===== src/t2r_map.svh =====
// Purpose: Register offsets, field positions and reset values of the timer-2 register block
// Assumes: Data-space byte addresses on an 8-bit internal bus
// Notes:   Definitions only
`ifndef T2R_MAP_SVH
`define T2R_MAP_SVH

// ----------------------------------------
// Register offsets (data space)
// ----------------------------------------
`define T2R_OFS_FLAGS   8'h37
`define T2R_OFS_PSYNC   8'h43
`define T2R_OFS_MASK    8'h70
`define T2R_OFS_CTRL_A  8'hB0
`define T2R_OFS_CTRL_B  8'hB1
`define T2R_OFS_CNT     8'hB2
`define T2R_OFS_CMP_A   8'hB3
`define T2R_OFS_CMP_B   8'hB4
`define T2R_OFS_ASYNC   8'hB6
// Short I/O space: offset is data-space offset minus this base
`define T2R_IO_BASE     8'h20
`define T2R_IO_TOP      8'h3F

// ----------------------------------------
// Field positions
// ----------------------------------------
`define T2R_BIT_CMP_B   2
`define T2R_BIT_CMP_A   1
`define T2R_BIT_OVF     0
`define T2R_BIT_TSM     7
`define T2R_BIT_ASYNC_PRESCALER_RESET  1
`define T2R_BIT_SYNC_PRESCALER_RESET 0
`define T2R_BIT_EXT_CLOCK_IN_EN   6
`define T2R_BIT_AS      5
`define T2R_BIT_FOC_B   6
`define T2R_CTRL_A_MASK 8'hF3
`define T2R_CTRL_B_MASK 8'h0F

// ----------------------------------------
// Reset values and counter limits
// ----------------------------------------
`define T2R_RST_VAL     8'h00
`define T2R_MAX         8'hFF
`define T2R_BOTTOM      8'h00

`endif


===== src/t2r_pkg.sv =====
// Purpose: Types shared by the timer-2 register block
// Assumes: Nothing beyond SystemVerilog packed structs
// Notes:   Constants live in t2r_map.svh
package t2r_pkg;

    // CPU access to the register block, one cycle per access
    typedef struct packed {
        logic       wr;
        logic       rd;
        logic       io_space;
        logic [7:0] addr;
        logic [7:0] wdata;
    } t2r_bus_req_type;

    // One bit per timer-2 interrupt source
    typedef struct packed {
        logic cmp_b;
        logic cmp_a;
        logic ovf;
    } t2r_irq_type;

    typedef enum logic {
        T2R_UP,
        T2R_DOWN
    } t2r_dir_type;

endpackage


===== src/t2r_flag_cell.sv =====
// Purpose: One sticky event flag, set by hardware, cleared by write-one or by acknowledge
// Assumes: All inputs on core_clk
// Notes:   Set wins over a clear in the same cycle
`timescale 1ns/1ps
`default_nettype none
module t2r_flag_cell (
    input  wire logic core_clk,
    input  wire logic rst_n,
    input  wire logic set,
    input  wire logic clr,
    output var  logic flag_q
);
    logic flag_d;

    // A clear in the event cycle must not lose the event
    always_comb begin
        flag_d = flag_q;
        if (clr) begin
            flag_d = 1'b0;
        end
        if (set) begin
            flag_d = 1'b1;
        end
    end

    always_ff @(posedge core_clk or negedge rst_n) begin
        if (!rst_n) begin
            flag_q <= 1'b0;
        end else begin
            flag_q <= flag_d;
        end
    end
endmodule
`default_nettype wire


===== src/t2r_hold_cell.sv =====
// Purpose: Holding register with update-busy bit for a register written across to the osc domain
// Assumes: commit is a one-cycle pulse at each oscillator tick
// Notes:   A capture in the commit cycle keeps busy set for the next tick
`timescale 1ns/1ps
`default_nettype none
module t2r_hold_cell #(
    parameter int WIDTH = 8
) (
    input  wire logic             core_clk,
    input  wire logic             rst_n,
    input  wire logic             capture,
    input  wire logic [WIDTH-1:0] wdata,
    input  wire logic             commit,
    output var  logic             busy_q,
    output var  logic [WIDTH-1:0] held_q,
    output var  logic             load
);
    logic             busy_d;
    logic [WIDTH-1:0] held_d;

    // Transfer only a value captured before this tick
    always_comb begin
        load   = busy_q && commit && !capture;
        busy_d = busy_q;
        held_d = held_q;
        if (load) begin
            busy_d = 1'b0;
        end
        if (capture) begin
            busy_d = 1'b1;
            held_d = wdata;
        end
    end

    always_ff @(posedge core_clk or negedge rst_n) begin
        if (!rst_n) begin
            busy_q <= 1'b0;
            held_q <= '0;
        end else begin
            busy_q <= busy_d;
            held_q <= held_d;
        end
    end
endmodule
`default_nettype wire


===== src/t2r_timer2_regs.sv =====
// Purpose: Timer-2 register side: compare, mask, flags, async status, prescaler sync control
// Assumes: core_clk is the I/O clock; osc_input_pin is far slower and is sampled here
// Notes:   Prescaler and clock-select dividers sit outside; any non-zero select counts
`timescale 1ns/1ps
`default_nettype none
`include "t2r_map.svh"
module t2r_timer2_regs
    import t2r_pkg::*;
(
    input  wire logic            core_clk,
    input  wire logic            rst_n,
    input  wire t2r_bus_req_type bus_req,
    input  wire logic            gie,
    input  wire t2r_irq_type     irq_ack,
    input  wire logic            osc_input_pin,
    output var  logic [7:0]      bus_rdata_q,
    output var  t2r_irq_type     irq_req_q,
    output var  logic            compare_b_wave_pin_q,
    output var  logic            ext_clk_buf_en_q,
    output var  logic            xtal_osc_run_q,
    output var  logic            async_prescaler_reset_q,
    output var  logic            sync_prescaler_reset_q
);
    // ----------------------------------------
    // Oscillator sampling and tick
    // ----------------------------------------
    logic osc_s1_q, osc_s2_q, osc_s3_q;
    logic osc_tick, tick;

    // Two stages before use; the first is read by the second only
    always_ff @(posedge core_clk or negedge rst_n) begin
        if (!rst_n) begin
            osc_s1_q <= 1'b0;
            osc_s2_q <= 1'b0;
            osc_s3_q <= 1'b0;
        end else begin
            osc_s1_q <= osc_input_pin;
            osc_s2_q <= osc_s1_q;
            osc_s3_q <= osc_s2_q;
        end
    end

    // ----------------------------------------
    // Address decode
    // ----------------------------------------
    logic [7:0] eff_addr;
    logic       io_ok;
    logic       wr_flags, wr_psync, wr_mask, wr_ctla, wr_ctlb;
    logic       wr_cnt, wr_cmpa, wr_cmpb, wr_async;
    logic [7:0] wd;

    // Short I/O form reaches only the low window of data space
    always_comb begin
        io_ok    = !bus_req.io_space || (bus_req.addr <= `T2R_IO_TOP);
        eff_addr = bus_req.io_space ? 8'(bus_req.addr + `T2R_IO_BASE) : bus_req.addr;
        wd       = bus_req.wdata;
        wr_flags = bus_req.wr && io_ok && (eff_addr == `T2R_OFS_FLAGS);
        wr_psync = bus_req.wr && io_ok && (eff_addr == `T2R_OFS_PSYNC);
        wr_mask  = bus_req.wr && io_ok && (eff_addr == `T2R_OFS_MASK);
        wr_ctla  = bus_req.wr && io_ok && (eff_addr == `T2R_OFS_CTRL_A);
        wr_ctlb  = bus_req.wr && io_ok && (eff_addr == `T2R_OFS_CTRL_B);
        wr_cnt   = bus_req.wr && io_ok && (eff_addr == `T2R_OFS_CNT);
        wr_cmpa  = bus_req.wr && io_ok && (eff_addr == `T2R_OFS_CMP_A);
        wr_cmpb  = bus_req.wr && io_ok && (eff_addr == `T2R_OFS_CMP_B);
        wr_async = bus_req.wr && io_ok && (eff_addr == `T2R_OFS_ASYNC);
    end

    // ----------------------------------------
    // Register state
    // ----------------------------------------
    logic [7:0]  cnt_q, cnt_d, cmpa_q, cmpa_d, cmpb_q, cmpb_d;
    logic [7:0]  ctla_q, ctla_d, ctlb_q, ctlb_d;
    logic [2:0]  mask_q, mask_d;
    logic        ext_clock_in_en_q, ext_clock_in_en_d, as_q, as_d, tsm_q, tsm_d;
    logic        apsr_d, spsr_d, wave_d;
    t2r_dir_type dir_q, dir_d;
    logic [4:0]  busy, load;
    logic [7:0]  held [5];
    logic [2:0]  flags;
    logic [2:0]  clr_f;
    logic [2:0]  wgm;
    logic [7:0]  top;
    logic        pc, run, match_a, match_b, ovf_ev;
    logic [7:0]  rd_d;

    // Timer ticks on every I/O clock or on each oscillator rising edge
    assign osc_tick = osc_s2_q && !osc_s3_q;
    assign tick     = as_q ? osc_tick : 1'b1;

    // Five holding cells: counter, compare A/B, control A/B
    logic [4:0] cap;
    logic [7:0] cap_data [5];
    assign cap[4] = wr_cnt && as_q;
    assign cap[3] = wr_cmpa && as_q;
    assign cap[2] = wr_cmpb && as_q;
    assign cap[1] = wr_ctla && as_q;
    assign cap[0] = wr_ctlb && as_q;
    assign cap_data[4] = wd;
    assign cap_data[3] = wd;
    assign cap_data[2] = wd;
    assign cap_data[1] = wd & `T2R_CTRL_A_MASK;
    assign cap_data[0] = wd & `T2R_CTRL_B_MASK;

    genvar gi;
    generate
        for (gi = 0; gi < 5; gi++) begin : g_hold
            t2r_hold_cell #(.WIDTH(8)) u_hold (
                .core_clk (core_clk),
                .rst_n    (rst_n),
                .capture  (cap[gi]),
                .wdata    (cap_data[gi]),
                .commit   (osc_tick),
                .busy_q   (busy[gi]),
                .held_q   (held[gi]),
                .load     (load[gi])
            );
        end
    endgenerate

    // ----------------------------------------
    // Counter, compare and overflow events
    // ----------------------------------------
    always_comb begin
        wgm     = {ctlb_q[3], ctla_q[1:0]};
        pc      = wgm[0] && !wgm[1];
        top     = (wgm == 3'd2 || wgm == 3'd5 || wgm == 3'd7) ? cmpa_q : `T2R_MAX;
        run     = (ctlb_q[2:0] != 3'd0) && !async_prescaler_reset_q && tick;
        match_a = run && (cnt_q == cmpa_q);
        match_b = run && (cnt_q == cmpb_q);
        // Phase-correct flags at the turn at bottom, others at MAX or TOP
        if (pc) begin
            ovf_ev = run && (dir_q == T2R_DOWN) && (cnt_q == `T2R_BOTTOM);
        end else begin
            ovf_ev = run && (cnt_q == ((wgm == 3'd7) ? top : `T2R_MAX));
        end
    end

    // Write-one clear or vector acknowledge
    assign clr_f[2] = (wr_flags && wd[`T2R_BIT_CMP_B]) || irq_ack.cmp_b;
    assign clr_f[1] = (wr_flags && wd[`T2R_BIT_CMP_A]) || irq_ack.cmp_a;
    assign clr_f[0] = (wr_flags && wd[`T2R_BIT_OVF]) || irq_ack.ovf;

    t2r_flag_cell u_flag_b (.core_clk(core_clk), .rst_n(rst_n), .set(match_b),
                            .clr(clr_f[2]), .flag_q(flags[2]));
    t2r_flag_cell u_flag_a (.core_clk(core_clk), .rst_n(rst_n), .set(match_a),
                            .clr(clr_f[1]), .flag_q(flags[1]));
    t2r_flag_cell u_flag_o (.core_clk(core_clk), .rst_n(rst_n), .set(ovf_ev),
                            .clr(clr_f[0]), .flag_q(flags[0]));

    // ----------------------------------------
    // Next-state of registers
    // ----------------------------------------
    always_comb begin
        cnt_d  = cnt_q;
        dir_d  = dir_q;
        cmpa_d = load[3] ? held[3] : cmpa_q;
        cmpb_d = load[2] ? held[2] : cmpb_q;
        ctla_d = load[1] ? held[1] : ctla_q;
        ctlb_d = load[0] ? held[0] : ctlb_q;
        mask_d = wr_mask ? wd[2:0] : mask_q;
        wave_d = compare_b_wave_pin_q;
        // Counting: phase-correct turns at TOP and bottom
        if (run) begin
            if (pc) begin
                if (dir_q == T2R_UP) begin
                    dir_d = (cnt_q == top) ? T2R_DOWN : T2R_UP;
                    cnt_d = (cnt_q == top) ? cnt_q - 8'h01 : cnt_q + 8'h01;
                end else begin
                    dir_d = (cnt_q == `T2R_BOTTOM) ? T2R_UP : T2R_DOWN;
                    cnt_d = (cnt_q == `T2R_BOTTOM) ? cnt_q + 8'h01 : cnt_q - 8'h01;
                end
            end else begin
                dir_d = T2R_UP;
                cnt_d = (cnt_q == top) ? `T2R_BOTTOM : cnt_q + 8'h01;
            end
        end
        if (load[4]) begin
            cnt_d = held[4];
        end
        // Synchronous mode writes land at once
        if (!as_q) begin
            if (wr_cnt) cnt_d = wd;
            if (wr_cmpa) cmpa_d = wd;
            if (wr_cmpb) cmpb_d = wd;
            if (wr_ctla) ctla_d = wd & `T2R_CTRL_A_MASK;
            if (wr_ctlb) ctlb_d = wd & `T2R_CTRL_B_MASK;
        end
        // Compare-B pin: forced strobe acts like a match outside PWM
        if (match_b || (wr_ctlb && wd[`T2R_BIT_FOC_B] && !wgm[0])) begin
            unique case (ctla_q[5:4])
                2'b01:   wave_d = !compare_b_wave_pin_q;
                2'b10:   wave_d = 1'b0;
                2'b11:   wave_d = 1'b1;
                2'b00:   wave_d = compare_b_wave_pin_q;
            endcase
        end
        // Only the clock-source bits are writable here; busy bits are hardware's
        ext_clock_in_en_d = wr_async ? wd[`T2R_BIT_EXT_CLOCK_IN_EN] : ext_clock_in_en_q;
        as_d    = wr_async ? wd[`T2R_BIT_AS] : as_q;
        // Prescaler reset control
        tsm_d  = wr_psync ? wd[`T2R_BIT_TSM] : tsm_q;
        apsr_d = async_prescaler_reset_q;
        spsr_d = sync_prescaler_reset_q;
        if (!tsm_q) begin
            spsr_d = 1'b0;
            if (!as_q || osc_tick) begin
                apsr_d = 1'b0;
            end
        end
        if (wr_psync) begin
            spsr_d = spsr_d || wd[`T2R_BIT_SYNC_PRESCALER_RESET];
            apsr_d = apsr_d || wd[`T2R_BIT_ASYNC_PRESCALER_RESET];
            if (!wd[`T2R_BIT_TSM]) begin
                spsr_d = tsm_q ? 1'b0 : spsr_d;
                apsr_d = tsm_q ? 1'b0 : apsr_d;
            end
        end
        // Registered read data; unmapped reads return zero
        rd_d = 8'h00;
        if (bus_req.rd && io_ok) begin
            unique case (eff_addr)
                `T2R_OFS_FLAGS:  rd_d = {5'h00, flags};
                `T2R_OFS_PSYNC:  rd_d = {tsm_q, 5'h00, async_prescaler_reset_q,
                                         sync_prescaler_reset_q};
                `T2R_OFS_MASK:   rd_d = {5'h00, mask_q};
                `T2R_OFS_CTRL_A: rd_d = ctla_q;
                `T2R_OFS_CTRL_B: rd_d = ctlb_q;
                `T2R_OFS_CNT:    rd_d = cnt_q;
                `T2R_OFS_CMP_A:  rd_d = cmpa_q;
                `T2R_OFS_CMP_B:  rd_d = cmpb_q;
                `T2R_OFS_ASYNC:  rd_d = {1'b0, ext_clock_in_en_q, as_q, busy};
                default:         rd_d = 8'h00;
            endcase
        end
    end

    // ----------------------------------------
    // Register update
    // ----------------------------------------
    always_ff @(posedge core_clk or negedge rst_n) begin
        if (!rst_n) begin
            cnt_q                   <= `T2R_RST_VAL;
            cmpa_q                  <= `T2R_RST_VAL;
            cmpb_q                  <= `T2R_RST_VAL;
            ctla_q                  <= `T2R_RST_VAL;
            ctlb_q                  <= `T2R_RST_VAL;
            mask_q                  <= 3'h0;
            dir_q                   <= T2R_UP;
            ext_clock_in_en_q                 <= 1'b0;
            as_q                    <= 1'b0;
            tsm_q                   <= 1'b0;
            async_prescaler_reset_q <= 1'b0;
            sync_prescaler_reset_q  <= 1'b0;
            compare_b_wave_pin_q    <= 1'b0;
            bus_rdata_q             <= 8'h00;
            irq_req_q               <= '0;
            ext_clk_buf_en_q        <= 1'b0;
            xtal_osc_run_q          <= 1'b0;
        end else begin
            cnt_q                   <= cnt_d;
            cmpa_q                  <= cmpa_d;
            cmpb_q                  <= cmpb_d;
            ctla_q                  <= ctla_d;
            ctlb_q                  <= ctlb_d;
            mask_q                  <= mask_d;
            dir_q                   <= dir_d;
            ext_clock_in_en_q                 <= ext_clock_in_en_d;
            as_q                    <= as_d;
            tsm_q                   <= tsm_d;
            async_prescaler_reset_q <= apsr_d;
            sync_prescaler_reset_q  <= spsr_d;
            compare_b_wave_pin_q    <= wave_d;
            bus_rdata_q             <= rd_d;
            irq_req_q.cmp_b         <= flags[2] && mask_q[2] && gie;
            irq_req_q.cmp_a         <= flags[1] && mask_q[1] && gie;
            irq_req_q.ovf           <= flags[0] && mask_q[0] && gie;
            ext_clk_buf_en_q        <= ext_clock_in_en_q && as_q;
            xtal_osc_run_q          <= !ext_clock_in_en_q && as_q;
        end
    end
endmodule
`default_nettype wire


===== config.mk =====
export PLATFORM = sky130hd
export DESIGN_NAME = t2r_timer2_regs
export DESIGN_NICKNAME = d
export VERILOG_FILES = /design/src/t2r_pkg.sv /design/src/t2r_flag_cell.sv /design/src/t2r_hold_cell.sv /design/src/t2r_timer2_regs.sv
export VERILOG_INCLUDE_DIRS = /design/src
export SDC_FILE = /design/constraint.sdc
export NUM_CORES = 1
export LEC_CHECK = 0
export BUFFER_PORTS_ARGS = -buffer_cell sky130_fd_sc_hd__buf_2
export CAP_MARGIN = 15
export CORE_ASPECT_RATIO = 1.75
export CORE_UTILIZATION = 35
export CTS_BUF_LIST = sky130_fd_sc_hd__clkbuf_8
export DETAILED_ROUTE_END_ITERATION = 8
export SLEW_MARGIN = 20
export SYNTH_ARGS = -nofsm -noshare
export SYNTH_HDL_FRONTEND = slang
export SYNTH_SLANG_ARGS = --single-unit

===== constraint.sdc =====
create_clock -name core_clk -period 2.8 [get_ports core_clk]
set_input_delay 0 -clock core_clk [delete_from_list [all_inputs] [get_ports core_clk]]
set_output_delay 0 -clock core_clk [all_outputs]
set_load 0.01 [all_outputs]

# Word level (Yosys, flattened, before mapping)
# Cells that the tools add are included.
[op_classes]
reduce_logical = 83
n_eq_ne = 19
magnitude_cmp = 1
muxes = 58
bitwise_logic = 1
n_addsub = 3
[ops]
columns = ["cell", "n"]
rows = [
  ["$mux 8", 25],
  ["$pmux 8 s9", 1],
  ["$eq 8x8->1 const B", 6],
  ["$logic_and 1x1->1", 48],
  ["$eq 8x8->1", 4],
  ["$mux 1", 31],
  ["$eq 8x7->1 const B", 2],
  ["$reduce_bool 2->1", 8],
  ["$logic_not 1->1", 13],
  ["$logic_or 1x1->1", 10],
  ["$add 8x1->8 const B", 1],
  ["$add 8x6->8 const B", 1],
  ["$eq 8x6->1 const B", 1],
  ["$le 8x6->1 const B", 1],
  ["$logic_not 8->1", 1],
  ["$sub 8x1->8 const B", 1],
  ["$eq 3x3->1 const B", 2],
  ["$eq 2x2->1 const B", 2],
  ["$eq 3x2->1 const B", 1],
  ["$pmux 1 s3", 1],
  ["$reduce_bool 3->1", 1],
  ["$eq 2x1->1 const B", 1],
  ["$logic_not 2->1", 1],
  ["$reduce_and 2->1", 1],
  ["$not 1->1", 1],
]
[word_totals]
out_inout_bits = 16
regBits = 108
input_bits = 26

# Logic depth before layout (Yosys ltp)
# Gate-level depths: netlist of run 1.
[logic_depth]
ltp_word = 12
depth_mapped = 11

# Modules after synthesis
# From an unflattened synthesis of run 1, not the netlist that was laid out.
[unflattened]
hier_cells = 593
hier_area_um2 = 6223.5
[by_module_without_submodules]
columns = ["module", "cells_each", "area_each_um2", "n_inst"]
rows = [
  ["t2r_timer2_regs", 474, 4231.6, 1],
  ["t2r_hold_cell", 22, 376.6, 5],
  ["t2r_flag_cell", 3, 36.3, 3],
]

# Least setup slack after synthesis of run 1
# No wires, ideal clock.
[synth_path]
path_kind = "reg2reg"
start = "reg ctla_q[0]"
end = "reg cnt_q[6]"
path_buffers = 0
setup_slack_ns = 0.669
arrival_ns = 1.998
stages_incl_launch_ff = 9
period_less_slack_ns = 2.131
path_cell_list = "dfrtp_1 > nor3b_2 > o2111ai_1 > a2111oi_4 > a21boi_1 > nor2_2 > a21oi_1 > a2111oi_0 > nor2_1"
[synth_between]
elab_chain_cells = 12
elab_cells_between_ends = 16
classes_between = "eq/ne: 4; mux: 9; reduce/logical: 3"
[synth_lines]
columns = ["item", "line", "rtl"]
rows = [
  ["start: declaration", "t2r_timer2_regs.sv:72", "logic [7:0] ctla_q, ctla_d, ctlb_q, ctlb_d;"],
  ["start signal: assignment", "t2r_timer2_regs.sv:245", "ctla_q <= `T2R_RST_VAL;"],
  ["start signal: assignment", "t2r_timer2_regs.sv:263", "ctla_q <= ctla_d;"],
  ["$eq 3x2->1 / $eq 3x3->1 (equally long branches)", "t2r_timer2_regs.sv:126", "top = (wgm == 3'd2 || wgm == 3'd5 || wgm == 3'd7) ? cmpa_q : `T2R_MAX;"],
  ["$logic_or 1x1->1 (2 in a row)", "t2r_timer2_regs.sv:126", ""],
  ["$mux 8 (no line)", "n/a", ""],
  ["$eq 8x8->1", "t2r_timer2_regs.sv:167, t2r_timer2_regs.sv:174", ""],
  ["$mux 8", "t2r_timer2_regs.sv:167", "cnt_d = (cnt_q == top) ? cnt_q - 8'h01 : cnt_q + 8'h01;"],
  ["$mux 8", "t2r_timer2_regs.sv:165", "if (dir_q == T2R_UP) begin"],
  ["$mux 8 *", "t2r_timer2_regs.sv:164", "if (pc) begin"],
  ["$mux 8 *", "t2r_timer2_regs.sv:163", "if (run) begin"],
  ["$mux 8 *", "t2r_timer2_regs.sv:177", "if (load[4]) begin"],
  ["$mux 8", "t2r_timer2_regs.sv:182", "if (wr_cnt) cnt_d = wd;"],
  ["$mux 8 *", "t2r_timer2_regs.sv:181", "if (!as_q) begin"],
  ["named net cnt_d[6]", "t2r_timer2_regs.sv:71", "logic [7:0] cnt_q, cnt_d, cmpa_q, cmpa_d, cmpb_q, cmpb_d;"],
  ["end signal: assignment", "t2r_timer2_regs.sv:242", "cnt_q <= `T2R_RST_VAL;"],
  ["end signal: assignment", "t2r_timer2_regs.sv:260", "cnt_q <= cnt_d;"],
  ["end: declaration", "t2r_timer2_regs.sv:71", ""],
]
# The timed path passes the listed nets; every way through them passes the cells marked *.
# A chain may end at the register's enable or synchronous reset.

# Worst setup path in the final report of run 1
[layout_path]
start = "reg cnt_q[4]"
end = "reg cnt_q[7]"
[layout_between]
elab_chain_cells = 8
elab_cells_between_ends = 13
classes_between = "add/sub: 2; eq/ne: 1; mux: 9; reduce/logical: 1"
[layout_lines]
columns = ["item", "line"]
rows = [
  ["$add 8x1->8 (tied with other cells)", "t2r_timer2_regs.sv:167, t2r_timer2_regs.sv:170, t2r_timer2_regs.sv:174"],
  ["$mux 8 (on tied branches)", "t2r_timer2_regs.sv:167, t2r_timer2_regs.sv:170"],
  ["$mux 8", "t2r_timer2_regs.sv:165"],
  ["$mux 8 *", "t2r_timer2_regs.sv:164"],
  ["$mux 8 *", "t2r_timer2_regs.sv:163"],
  ["$mux 8 *", "t2r_timer2_regs.sv:177"],
  ["$mux 8", "t2r_timer2_regs.sv:182"],
  ["$mux 8 *", "t2r_timer2_regs.sv:181"],
  ["named net cnt_d[7]", "t2r_timer2_regs.sv:71"],
]
# Marked as above.

==> results of run 1 <==
## power groups by stage
| stage | clock, mW | combinational, mW | sequential (mW) |
|---|---|---|---|
| after floorplan | 0 | 0.388 | 1.67 |
| after global placement | 0 | 0.563 | 1.73 |
| after detailed placement | 0 | 0.568 | 1.73 |
| after CTS | 0.919 | 0.579 | 1.70 |
| after global routing | 0.979 | 0.640 | 1.71 |
| final | 0.904 | 0.593 | 1.70 |
## cell usage after synthesis, types with 4 or more instances
cell type	n	area (um^2)
nor2_1	41	154
buf_2	14	70.1
a22o_1	4	35.0
a22oi_1	8	60.1
nand4_1	4	25.0
nand3b_1	7	52.6
dfrtp_1	108	2700
a21oi_1	42	210
a222oi_1	5	50.1
ha_1	4	50.1
o21ai_0	20	100
o22ai_1	9	56.3
nand3_1	15	75.1
and2_1	10	62.6
nor2b_1	5	31.3
xnor2_1	10	87.6
inv_1	14	52.6
nand2_1	41	154
nand2b_1	9	56.3
and3_1	9	56.3
a21o_1	6	45.0
mux4_2	8	180
mux2i_1	21	210
clkbuf_1	11	41.3
mux2_2	36	405
nor3_1	11	55.1
## worst register-to-register path, delay by kind of cell (launching register included)
family / cells / cell delay [ns]
AOI/OAI and AO/OA: 4 / 0.98
DFF: 1 / 0.63
and+or+nand+nor: 4 / 0.84
## layout make-up
class | instances | share of cell area
Clock buffer | 9 | 0.0194
Clock inverter | 6 | 0.00745
Inverter | 15 | 0.00882
Multi-Input combinational cell | 388 | 0.437
Sequential cell | 108 | 0.424
Tap cell | 189 | 0.0371
Timing Repair Buffer | 67 | 0.0663
## routing by layer
metal | share of wire | GRT usage | vias up
li1 | - | - | 2068
met1 | 0.36 | 0.235 | 2304
met2 | 0.52 | 0.390 | 194
met3 | 0.044 | 0.0253 | 65
met4 | 0.074 | 0.162 | 0
met5 | 0 | 0 | -
## per-stage QoR
stage | cell area [um^2] | utilization | hold slack (ns)
after global placement | 6120 | 0.385 | 0.0860
final | 6380 | 0.402 | 0.0139
after CTS | 6370 | 0.401 | 0.00547
after floorplan | 5700 | - | -0.296
after detailed placement | 6120 | 0.385 | 0.104
after global routing | 6380 | 0.402 | 0.0177
## how the worst max path moves through the flow
| stage | from | endpoint | depth (start not counted) |
|---|---|---|---|
| after floorplan | ctla_q[0]$_DFF_PN0_ | cnt_q[6]$_DFF_PN0_ | 8 |
| after global placement | osc_s3_q$_DFF_PN0_ | compare_b_wave_pin_q$_DFFE_PN0P_ | 6 |
| after detailed placement | osc_s3_q$_DFF_PN0_ | compare_b_wave_pin_q$_DFFE_PN0P_ | 6 |
| after CTS | osc_s3_q$_DFF_PN0_ | compare_b_wave_pin_q$_DFFE_PN0P_ | 6 |
| after global routing | cnt_q[4]$_DFF_PN0_ | cnt_q[7]$_DFF_PN0_ | 8 |
| final | cnt_q[4]$_DFF_PN0_ | cnt_q[7]$_DFF_PN0_ | 8 |
## layout by cell type (no fill, tap or decap), types with 4 or more instances in the layout
master / n
dfrtp_1: 107
a21oi_1: 42
nor2_1: 41
nand2_1: 41
buf_2: 40
mux2_2: 36
mux2i_1: 21
o21ai_0: 20
buf_4: 19
nand3_1: 15
inv_1: 14
and2_1: 10
nor3_1: 10
xnor2_1: 10
nand2b_1: 9
o22ai_1: 9
and3_1: 9
clkbuf_8: 9
a22oi_1: 8
mux4_2: 8
dlygate4sd3_1: 8
nand3b_1: 7
a21o_1: 6
nor2b_1: 5
a222oi_1: 5
nand4_1: 4
a22o_1: 4
ha_1: 4
## timing repair
| item | 4_1_cts | 5_1_grt |
|---|---|---|
| endpoints found under the hold margin | 64 | 0 |
| resized for setup | 0 | 3 |
| hold buffers | 8 | 0 |
| setup endpoints to repair | 0 | 2 |
## flip-flops by register name (all words and copies together) (netlist names), 3 cells and up
register	count
cmpb_q	8
g_hold.u_hold.busy_q	5
ctlb_q	8
cmpa_q	8
cnt_q	8
bus_rdata_q	8
ctla_q	8
irq_req_q	3
g_hold.u_hold.held_q	34
mask_q	3
## logic make-up (layout without fill, tap and decap cells)
logic type      after synthesis  after routing
simple gates                182            182
compound gates              126            126
flops                       108            108
mux                          65             65
buf+inv                      49             97
xor+xnor                     11             11
fa+ha+maj                     4              4
==> flow_summary.yaml, run 1 <==
placed_design:
  place_inst: 759
  gp_congestion: 0.965
  portBuffers: 41
  dp_hpwl_um: 13100
  place_worst_setup_slack_ns: 0.0819
timing:
  setup_violations: 0
  max_freq_ghz: 0.389
  slew_violations: 0
  fin_crit_ns: 2.57
  rsz0062_at_grt: "false"
  worst_slew_pin_slew_ns: 0.709
  skew_ns: 0.0165
  slew_headroom: 0.527
  post-route-period-util: 0.918
  setup_tns_ns: 0
  setup_ws_ns: 0.230
  hold_viol: 0
cts:
  cts_tree: "built"
  clk_path_buf_depth: 2
  numCtsBuffers: 9
  h-tree-depth: 3
  cts-root-buf: "clkbuf_8"
  post_cts_buffers: 0
  clock-sinks: 108
  worstSkewPairLatency_ns: 0.39
  cts.clk_slew.worst_paths_ns: 0.11
worst_setup_path:
  regToRegStartpoint: "cnt_q[4]$_DFF_PN0_"
  path_class: "flop to flop"
  cp_top_family: "compound AO/OA/AOI/OAI gates"
  worstPathArrival_ns: 2.84
  cp-start-kind: "flop"
  crit_chain: "nand3_1 -> or2_2 -> a2111oi_4 -> a21boi_1 -> nor2_2 -> a21oi_1 -> a2111oi_0 -> nor2_1"
  cp.required_ns: 3.07
  path_buf_inv: 0
  r2r_end: "cnt_q[7]$_DFF_PN0_"
  path_max_fanout: 11
  r2r_cells: 8
  cp-end-kind: "flop"
  reg2reg_slack_ns: 0.23
  cp_slowest_cell: "dfrtp_1"
  slowest_delay_ns: 0.63
power:
  p_total_mw: 3.20
  p_sw_frac: 0.322
  clock_power_share: 0.283
  pwr-share-seq: 0.532
  p_leak_nw: 2.99
  combinationalPowerShare: 0.185
  p_int_mw: 2.17
  max-vdd-ir-drop_uv: 250
  p_switching_mw: 1.03
  p_per_area_nw_per_um2: 501
yosys:
  ys_warn_count: 0
  synth-compound-area-share: 0.149
  yosysUniqueCellTypes: 69
  synth_area_per_cell_um2: 10.5
  synth_top_family_by_area: "simple AND/OR/NAND/NOR gates"
  synth_ff_type: "dfrtp_1"
  synth-seq-cells: 108
  synth_fa_ha_area_frac: 0.00878
  yosys.area_share.xor_xnor: 0.0169
  synth_edf_count: 0
  async_flop_share: 1.00
  synth_mux_area_frac: 0.140
  syn-cell-area_um2: 5700
  syn-instance-count: 545
  yosysSeqAreaShare: 0.474
  synth_simple_gate_area_share: 0.173
  syn-num-nets: 575
layout:
  antennaDiodeCount: 0
  multiInputGateArea_um2: 2790
  regArea_um2: 2700
  finalNetCount: 619
  drive_above_1_share: 0.243
  area_growth_pct: 11.9
  instances_no_fill: 782
  fillCellCount: 1561
drt:
  vias_per_cell: 5.92
  routedWlPerCell_um: 22.5
  drt_wl_total_um: 17600
  drtIter0Drc: 430
  dr.pass1.iters: 9
  drcViolationCount: 8
  drt.antenna.violating_nets: 0
  vias: 4631
outcome:
  violations: "design-rule violations"
  status: "finished, violations left"
floorplan:
  dieArea_um2: 16800
  start_util: 0.359
  core.rowCount: 61
  dieHeight_um: 171
  die_x_um: 98.5
  core_um2: 15900
  io_pins: 42
grt:
  antenna_found_initial: 0
  grt_pass1_wl_um: 27200
  grt_start_max_net_pins: 56
  gr-total-overflow: 0
  first_global_vias: 4719
  grtUsageTotal: 0.218
hold_path:
  hold_depth: 3
  hp-start: "bus_req[2]"
  hold_class: "input port to flop"
  hold_end: "cnt_q[2]$_DFF_PN0_"
flow_run:
  drv_cap: 0
No activity file was read; power rests on OpenSTA's default activity.
==> run 2, diff against run 1 <==
CTS_BUF_LIST = sky130_fd_sc_hd__clkbuf_4 sky130_fd_sc_hd__clkbuf_8 sky130_fd_sc_hd__clkbuf_16   (was sky130_fd_sc_hd__clkbuf_8)
PLACE_DENSITY = 0.6   (was default)
clock period = 3.2 ns   (was 2.8 ns; I/O delays follow)
==> run 2 against run 1 <==
Net effect: the run now ends clean; non-clock buffer count down 10; via count fell by 3.1%; die area unchanged; sequential power fell by 11%; worst setup slack better by 0.33 ns; critical path depth fell by 2; combinational power decreased by 26%; largest power group unchanged; highest routed layer unchanged.
==> flow_summary.yaml, run 2 (synthesized netlist as in run 1, its figures left out) <==
timing:
  worst_slew_pin_slew_ns: 0.872
  slew_violations: 0
  rsz0062_at_grt: "false"
  setup_violations: 0
  skew_ns: 0.00966
  max_freq_ghz: 0.379
  setup_tns_ns: 0
  hold_viol: 0
  post-route-period-util: 0.823
  slew_headroom: 0.418
  fin_crit_ns: 2.64
layout:
  layout_common_cells: "108 x dfrtp_1, 42 x a21oi_1, 41 x nor2_1, 41 x nand2_1, 40 x buf_2"
  multiInputGateArea_um2: 2780
  antennaDiodeCount: 0
  regArea_um2: 2700
  top_register: "g_hold.u_hold.held_q"
  drive_above_1_share: 0.229
  finalNetCount: 609
  post-route-util: 0.404
  instances_no_fill: 773
  area_growth_pct: 12.6
  final_area_um2: 6420
  final_common_cell: "dfrtp_1"
  fillCellCount: 1536
  largest_register_ffs: 34
hold_path:
  hold_class: "input port to flop"
  hp-start: "bus_req[4]"
  hold_end: "cnt_q[4]$_DFF_PN0_"
  hold_depth: 3
placed_design:
  portBuffers: 41
  dp_hpwl_um: 12400
  place_area_um2: 6060
  place_inst: 751
  gp_congestion: 1.00
worst_setup_path:
  regToRegStartpoint: "osc_s3_q$_DFF_PN0_"
  r2r_cells: 6
  cp.required_ns: 3.42
  worstPathArrival_ns: 2.86
  cp-end-kind: "flop"
  path_class: "flop to flop"
  reg2reg_slack_ns: 0.56
  r2r_end: "compare_b_wave_pin_q$_DFFE_PN0P_"
  cp-start-kind: "flop"
  path_max_fanout: 15
drt:
  drt.antenna.violating_nets: 0
  dr.pass1.iters: 8
  routedWlPerCell_um: 21.7
  drtIter0Drc: 384
  drcViolationCount: 0
  vias: 4489
  vias_per_cell: 5.81
  drt_wl_total_um: 16800
cts:
  cts_tree: "built"
  h-tree-depth: 3
  clk_path_buf_depth: 2
  post_cts_buffers: 0
  cts-root-buf: "clkbuf_16"
  clock-sinks: 108
  numCtsBuffers: 9
  cts.clk_slew.worst_paths_ns: 0.07
  worstSkewPairLatency_ns: 0.35
floorplan:
  io_pins: 42
  start_util: 0.359
  die_x_um: 98.5
  dieArea_um2: 16800
  core.rowCount: 61
  core_um2: 15900
  dieHeight_um: 171
grt:
  antenna_found_initial: 0
  gr-total-overflow: 0
  grtUsageTotal: 0.207
  first_global_vias: 4584
  grt_pass1_wl_um: 26000
  grt_start_max_net_pins: 67
outcome:
  status: "finished clean"
flow_run:
  drv_cap: 0
power:
  p_sw_frac: 0.291
  p_per_area_nw_per_um2: 484
  pwr-share-seq: 0.490
  clock_power_share: 0.368
  p_leak_nw: 3.00
  p_total_mw: 3.11
  combinationalPowerShare: 0.142
  p_int_mw: 2.20
  max-vdd-ir-drop_uv: 309
  p_switching_mw: 0.904
[run 2: changes by cell type in the layout (fill, tap and decap cells not counted), sizes merged]
cell | before | now
buf | 59 | 51
bufinv | 0 | 1
clkbuf | 9 | 10
clkinv | 2 | 1
dlygate4sd3 | 8 | 6
[run 2: area by class of cell]
type                    count  share of cell area
repair buffers             57              0.0534
flip-flops and latches    108               0.421
inverters                  15             0.00877
clock inverters             6              0.0107
clock buffers              10              0.0363
well taps                 189              0.0368
multi-input cells         388               0.433
[run 2: how the worst max path moves through the flow]
| stage | start | to | depth (start not counted) | slack, ns |
|---|---|---|---|---|
| 2_1_floorplan | ctla_q[0]$_DFF_PN0_ | cnt_q[6]$_DFF_PN0_ | 8 | 1.07 |
| 3_3_place_gp | bus_req[13] | cmpa_q[5]$_DFF_PN0_ | 11 | 0.61 |
| 3_5_place_dp | bus_req[13] | cmpa_q[6]$_DFF_PN0_ | 11 | 0.55 |
| 4_1_cts | osc_s3_q$_DFF_PN0_ | compare_b_wave_pin_q$_DFFE_PN0P_ | 6 | 0.63 |
| 5_1_grt | cnt_q[2]$_DFF_PN0_ | cnt_q[6]$_DFF_PN0_ | 8 | 0.39 |
| 6_report | osc_s3_q$_DFF_PN0_ | compare_b_wave_pin_q$_DFFE_PN0P_ | 6 | 0.56 |
[run 2: what timing repair did]
action | CTS | global route
hold buffers | 6 | 0
resized for setup | 0 | 0
hold endpoints to repair | 71 | 0
[run 2: routing by layer]
layer,vias to the layer above,track usage,wire length (um)
met4,0,0.172,1410
met5,-,0,0
met2,208,0.368,8610
met3,74,0.0225,651
li1,2044,-,-
met1,2163,0.221,6080
[run 2: power by group through the flow]
stage | clock, mW | combinational (mW) | sequential [mW]
after floorplan | 0 | 0.339 | 1.46
after global placement | 0 | 0.408 | 1.54
after detailed placement | 0 | 0.424 | 1.54
after CTS | 1.17 | 0.432 | 1.52
after global routing | 1.22 | 0.479 | 1.53
final | 1.14 | 0.441 | 1.52
[run 2: critical path: stages (launching register included)]
cell and delay [ns]:
dfrtp_1 0.38, nand2b_1 0.34, and2_1 0.28, or3_1 0.59, nor3_1 0.42, a31oi_1 0.16
a211o_1 0.33
[run 2: metrics by stage]
| step | setup WS [ns] | hold WS (ns) |
|---|---|---|
| after detailed placement | 0.552 | 0.109 |
| after CTS | 0.627 | 0.0158 |
| after floorplan | 1.07 | -0.296 |
| final | 0.565 | 0.0271 |
| after global routing | 0.394 | 0.0306 |
| after global placement | 0.610 | 0.109 |
==> run 3, diff against run 2 <==
PLACE_DENSITY = 0.62   (was 0.6)
clock period = 2.1 ns   (was 3.2 ns; I/O delays follow)
==> run 3 against run 2 <==
Net effect: the run now ends with design-rule violations, negative setup slack left; routed wire length rose by 11%; final cell count rose by 12%; utilization rose by 5.6 points; sequential power rose by 47%; die area did not move; worst setup slack got worse by 0.65 ns; global-route usage rose by 2.6 points.
==> flow_summary.yaml, run 3 (synthesized netlist as in run 1, its figures left out) <==
hold_path:
  hold_class: "input port to flop"
  hp-start: "bus_req[2]"
  hold_depth: 3
  hold_end: "cnt_q[2]$_DFF_PN0_"
worst_setup_path:
  cp_slowest_cell: "a2111oi_4"
  crit_chain: "nor3b_2 -> buf_4 -> nor3_2 -> a2111oi_4 -> a31o_4 -> a21boi_2 -> a31oi_1 -> o311a_1 -> o31ai_1"
  regToRegStartpoint: "ctlb_q[3]$_DFF_PN0_"
  path_buf_inv: 1
  cp_top_family: "compound AO/OA/AOI/OAI gates"
  path_class: "flop to flop"
  cp-end-kind: "flop"
  path_max_fanout: 7
  r2r_cells: 9
  slowest_delay_ns: 0.43
  worstPathArrival_ns: 2.45
  cp-start-kind: "flop"
  crit_path_start: "ctlb_q[3]$_DFF_PN0_"
  cp.required_ns: 2.36
  r2r_end: "cnt_q[2]$_DFF_PN0_"
  reg2reg_slack_ns: -0.09
placed_design:
  place_inst: 834
  dp_hpwl_um: 14400
  portBuffers: 41
  gp_congestion: 1.03
floorplan:
  core_um2: 15900
  dieHeight_um: 171
  dieArea_um2: 16800
  io_pins: 42
  start_util: 0.359
  core.rowCount: 61
  die_x_um: 98.5
power:
  p_leak_nw: 3.53
  max-vdd-ir-drop_uv: 361
  p_per_area_nw_per_um2: 693
  p_total_mw: 5.06
cts:
  worstSkewPairLatency_ns: 0.36
  clk_path_buf_depth: 2
  h-tree-depth: 3
  cts.clk_slew.worst_paths_ns: 0.07
  cts-root-buf: "clkbuf_16"
  numCtsBuffers: 9
  clock-sinks: 108
  cts_tree: "built"
timing:
  post-route-period-util: 1.04
  whs_ns: 0.0160
  slew_violations: 0
  hold_viol: 0
  skew_ns: 0.0117
  rsz0062_at_grt: "true"
  setup_tns_ns: -0.276
  worst_slew_pin_slew_ns: 0.532
  setup_violations: 6
  max_freq_ghz: 0.458
  setup_ws_ns: -0.0855
  fin_crit_ns: 2.19
  slew_headroom: 0.646
grt:
  first_global_vias: 5110
  grt_pass1_wl_um: 29000
  antenna_found_initial: 0
  met3_usage: 0.0257
  gr-usage-met1: 0.242
  gr-total-overflow: 0
  grtUsageTotal: 0.233
  grtUsageMet2: 0.426
  grt_start_max_net_pins: 41
  grt.busiest_layer: "met2"
outcome:
  status: "finished, violations left"
  violations: "design-rule violations, negative setup slack"
drt:
  drt_wl_total_um: 18700
  vias_per_cell: 5.58
  drcViolationCount: 6
  drt.antenna.violating_nets: 0
  routedWlPerCell_um: 21.6
  vias: 4821
  drtIter0Drc: 327
  dr.pass1.iters: 9
layout:
  area_growth_pct: 28.1
  drive_above_1_share: 0.367
  largest_register_ffs: 34
  final_common_cell: "dfrtp_1"
  top_register: "g_hold.u_hold.held_q"
  post-route-util: 0.460
  finalNetCount: 700
  layout_common_cells: "107 x dfrtp_1, 94 x buf_4, 41 x nor2_1, 41 x nand2_1, 40 x buf_2"
  instances_no_fill: 864
  antennaDiodeCount: 0
flow_run:
  drv_cap: 0
[run 3: what timing repair did]
item	in CTS	in global routing
endpoints found under the setup margin	10	8
setup buffers	7	0
hold buffers	7	0
pin swaps	13	2
hold endpoints to repair	44	0
resized for setup	27	6
[run 3: area by class of cell]
class,count,area [um^2]
tap,189,236
fill,1502,8570
clock buffer,10,239
inverter,15,56.3
sequential,108,2700
clock inverter,6,51.3
multi-input combinational,388,2920
timing repair buffer,148,1100
[run 3: where the power goes]
part / switching (mW) / internal (mW) / total [mW]
combinational: 0.625 / 0.506 / 1.13
clock: 0.830 / 0.863 / 1.69
sequential: 0.0860 / 2.15 / 2.24
total: 1.54 / 3.52 / 5.06
[run 3: metrics by stage]
stage | setup slack, ns | cell area (um^2)
floorplan | -0.00955 | 5710
global placement | -0.290 | 6750
detailed placement | -0.279 | 6750
CTS | -0.0866 | 7270
global route | -0.202 | 7310
finish | -0.0855 | 7310
[run 3: worst reg2reg max path, stage by stage (launching register included)]
cell	delay (ns)
dfrtp_1	0.40
nor3b_2	0.24
buf_4	0.16
nor3_2	0.05
a2111oi_4	0.43
a31o_4	0.28
a21boi_2	0.17
a31oi_1	0.05
o311a_1	0.13
o31ai_1	0.18
[run 3: worst max path at each step]
| stage | depth (start not counted) | to | slack [ns] |
|---|---|---|---|
| finish | 9 | cnt_q[2]$_DFF_PN0_ | -0.09 |
| global route | 9 | cnt_q[2]$_DFF_PN0_ | -0.20 |
| CTS | 9 | cnt_q[2]$_DFF_PN0_ | -0.09 |
| detailed placement | 9 | cnt_q[7]$_DFF_PN0_ | -0.28 |
| global placement | 6 | compare_b_wave_pin_q$_DFFE_PN0P_ | -0.29 |
| floorplan | 8 | cnt_q[2]$_DFF_PN0_ | -0.01 |
[run 3: routing by layer]
| layer | up-vias | part of all wire |
|---|---|---|
| li1 | 2224 | - |
| met1 | 2360 | 0.36 |
| met2 | 166 | 0.53 |
| met3 | 71 | 0.033 |
| met4 | 0 | 0.079 |
| met5 | - | 0 |
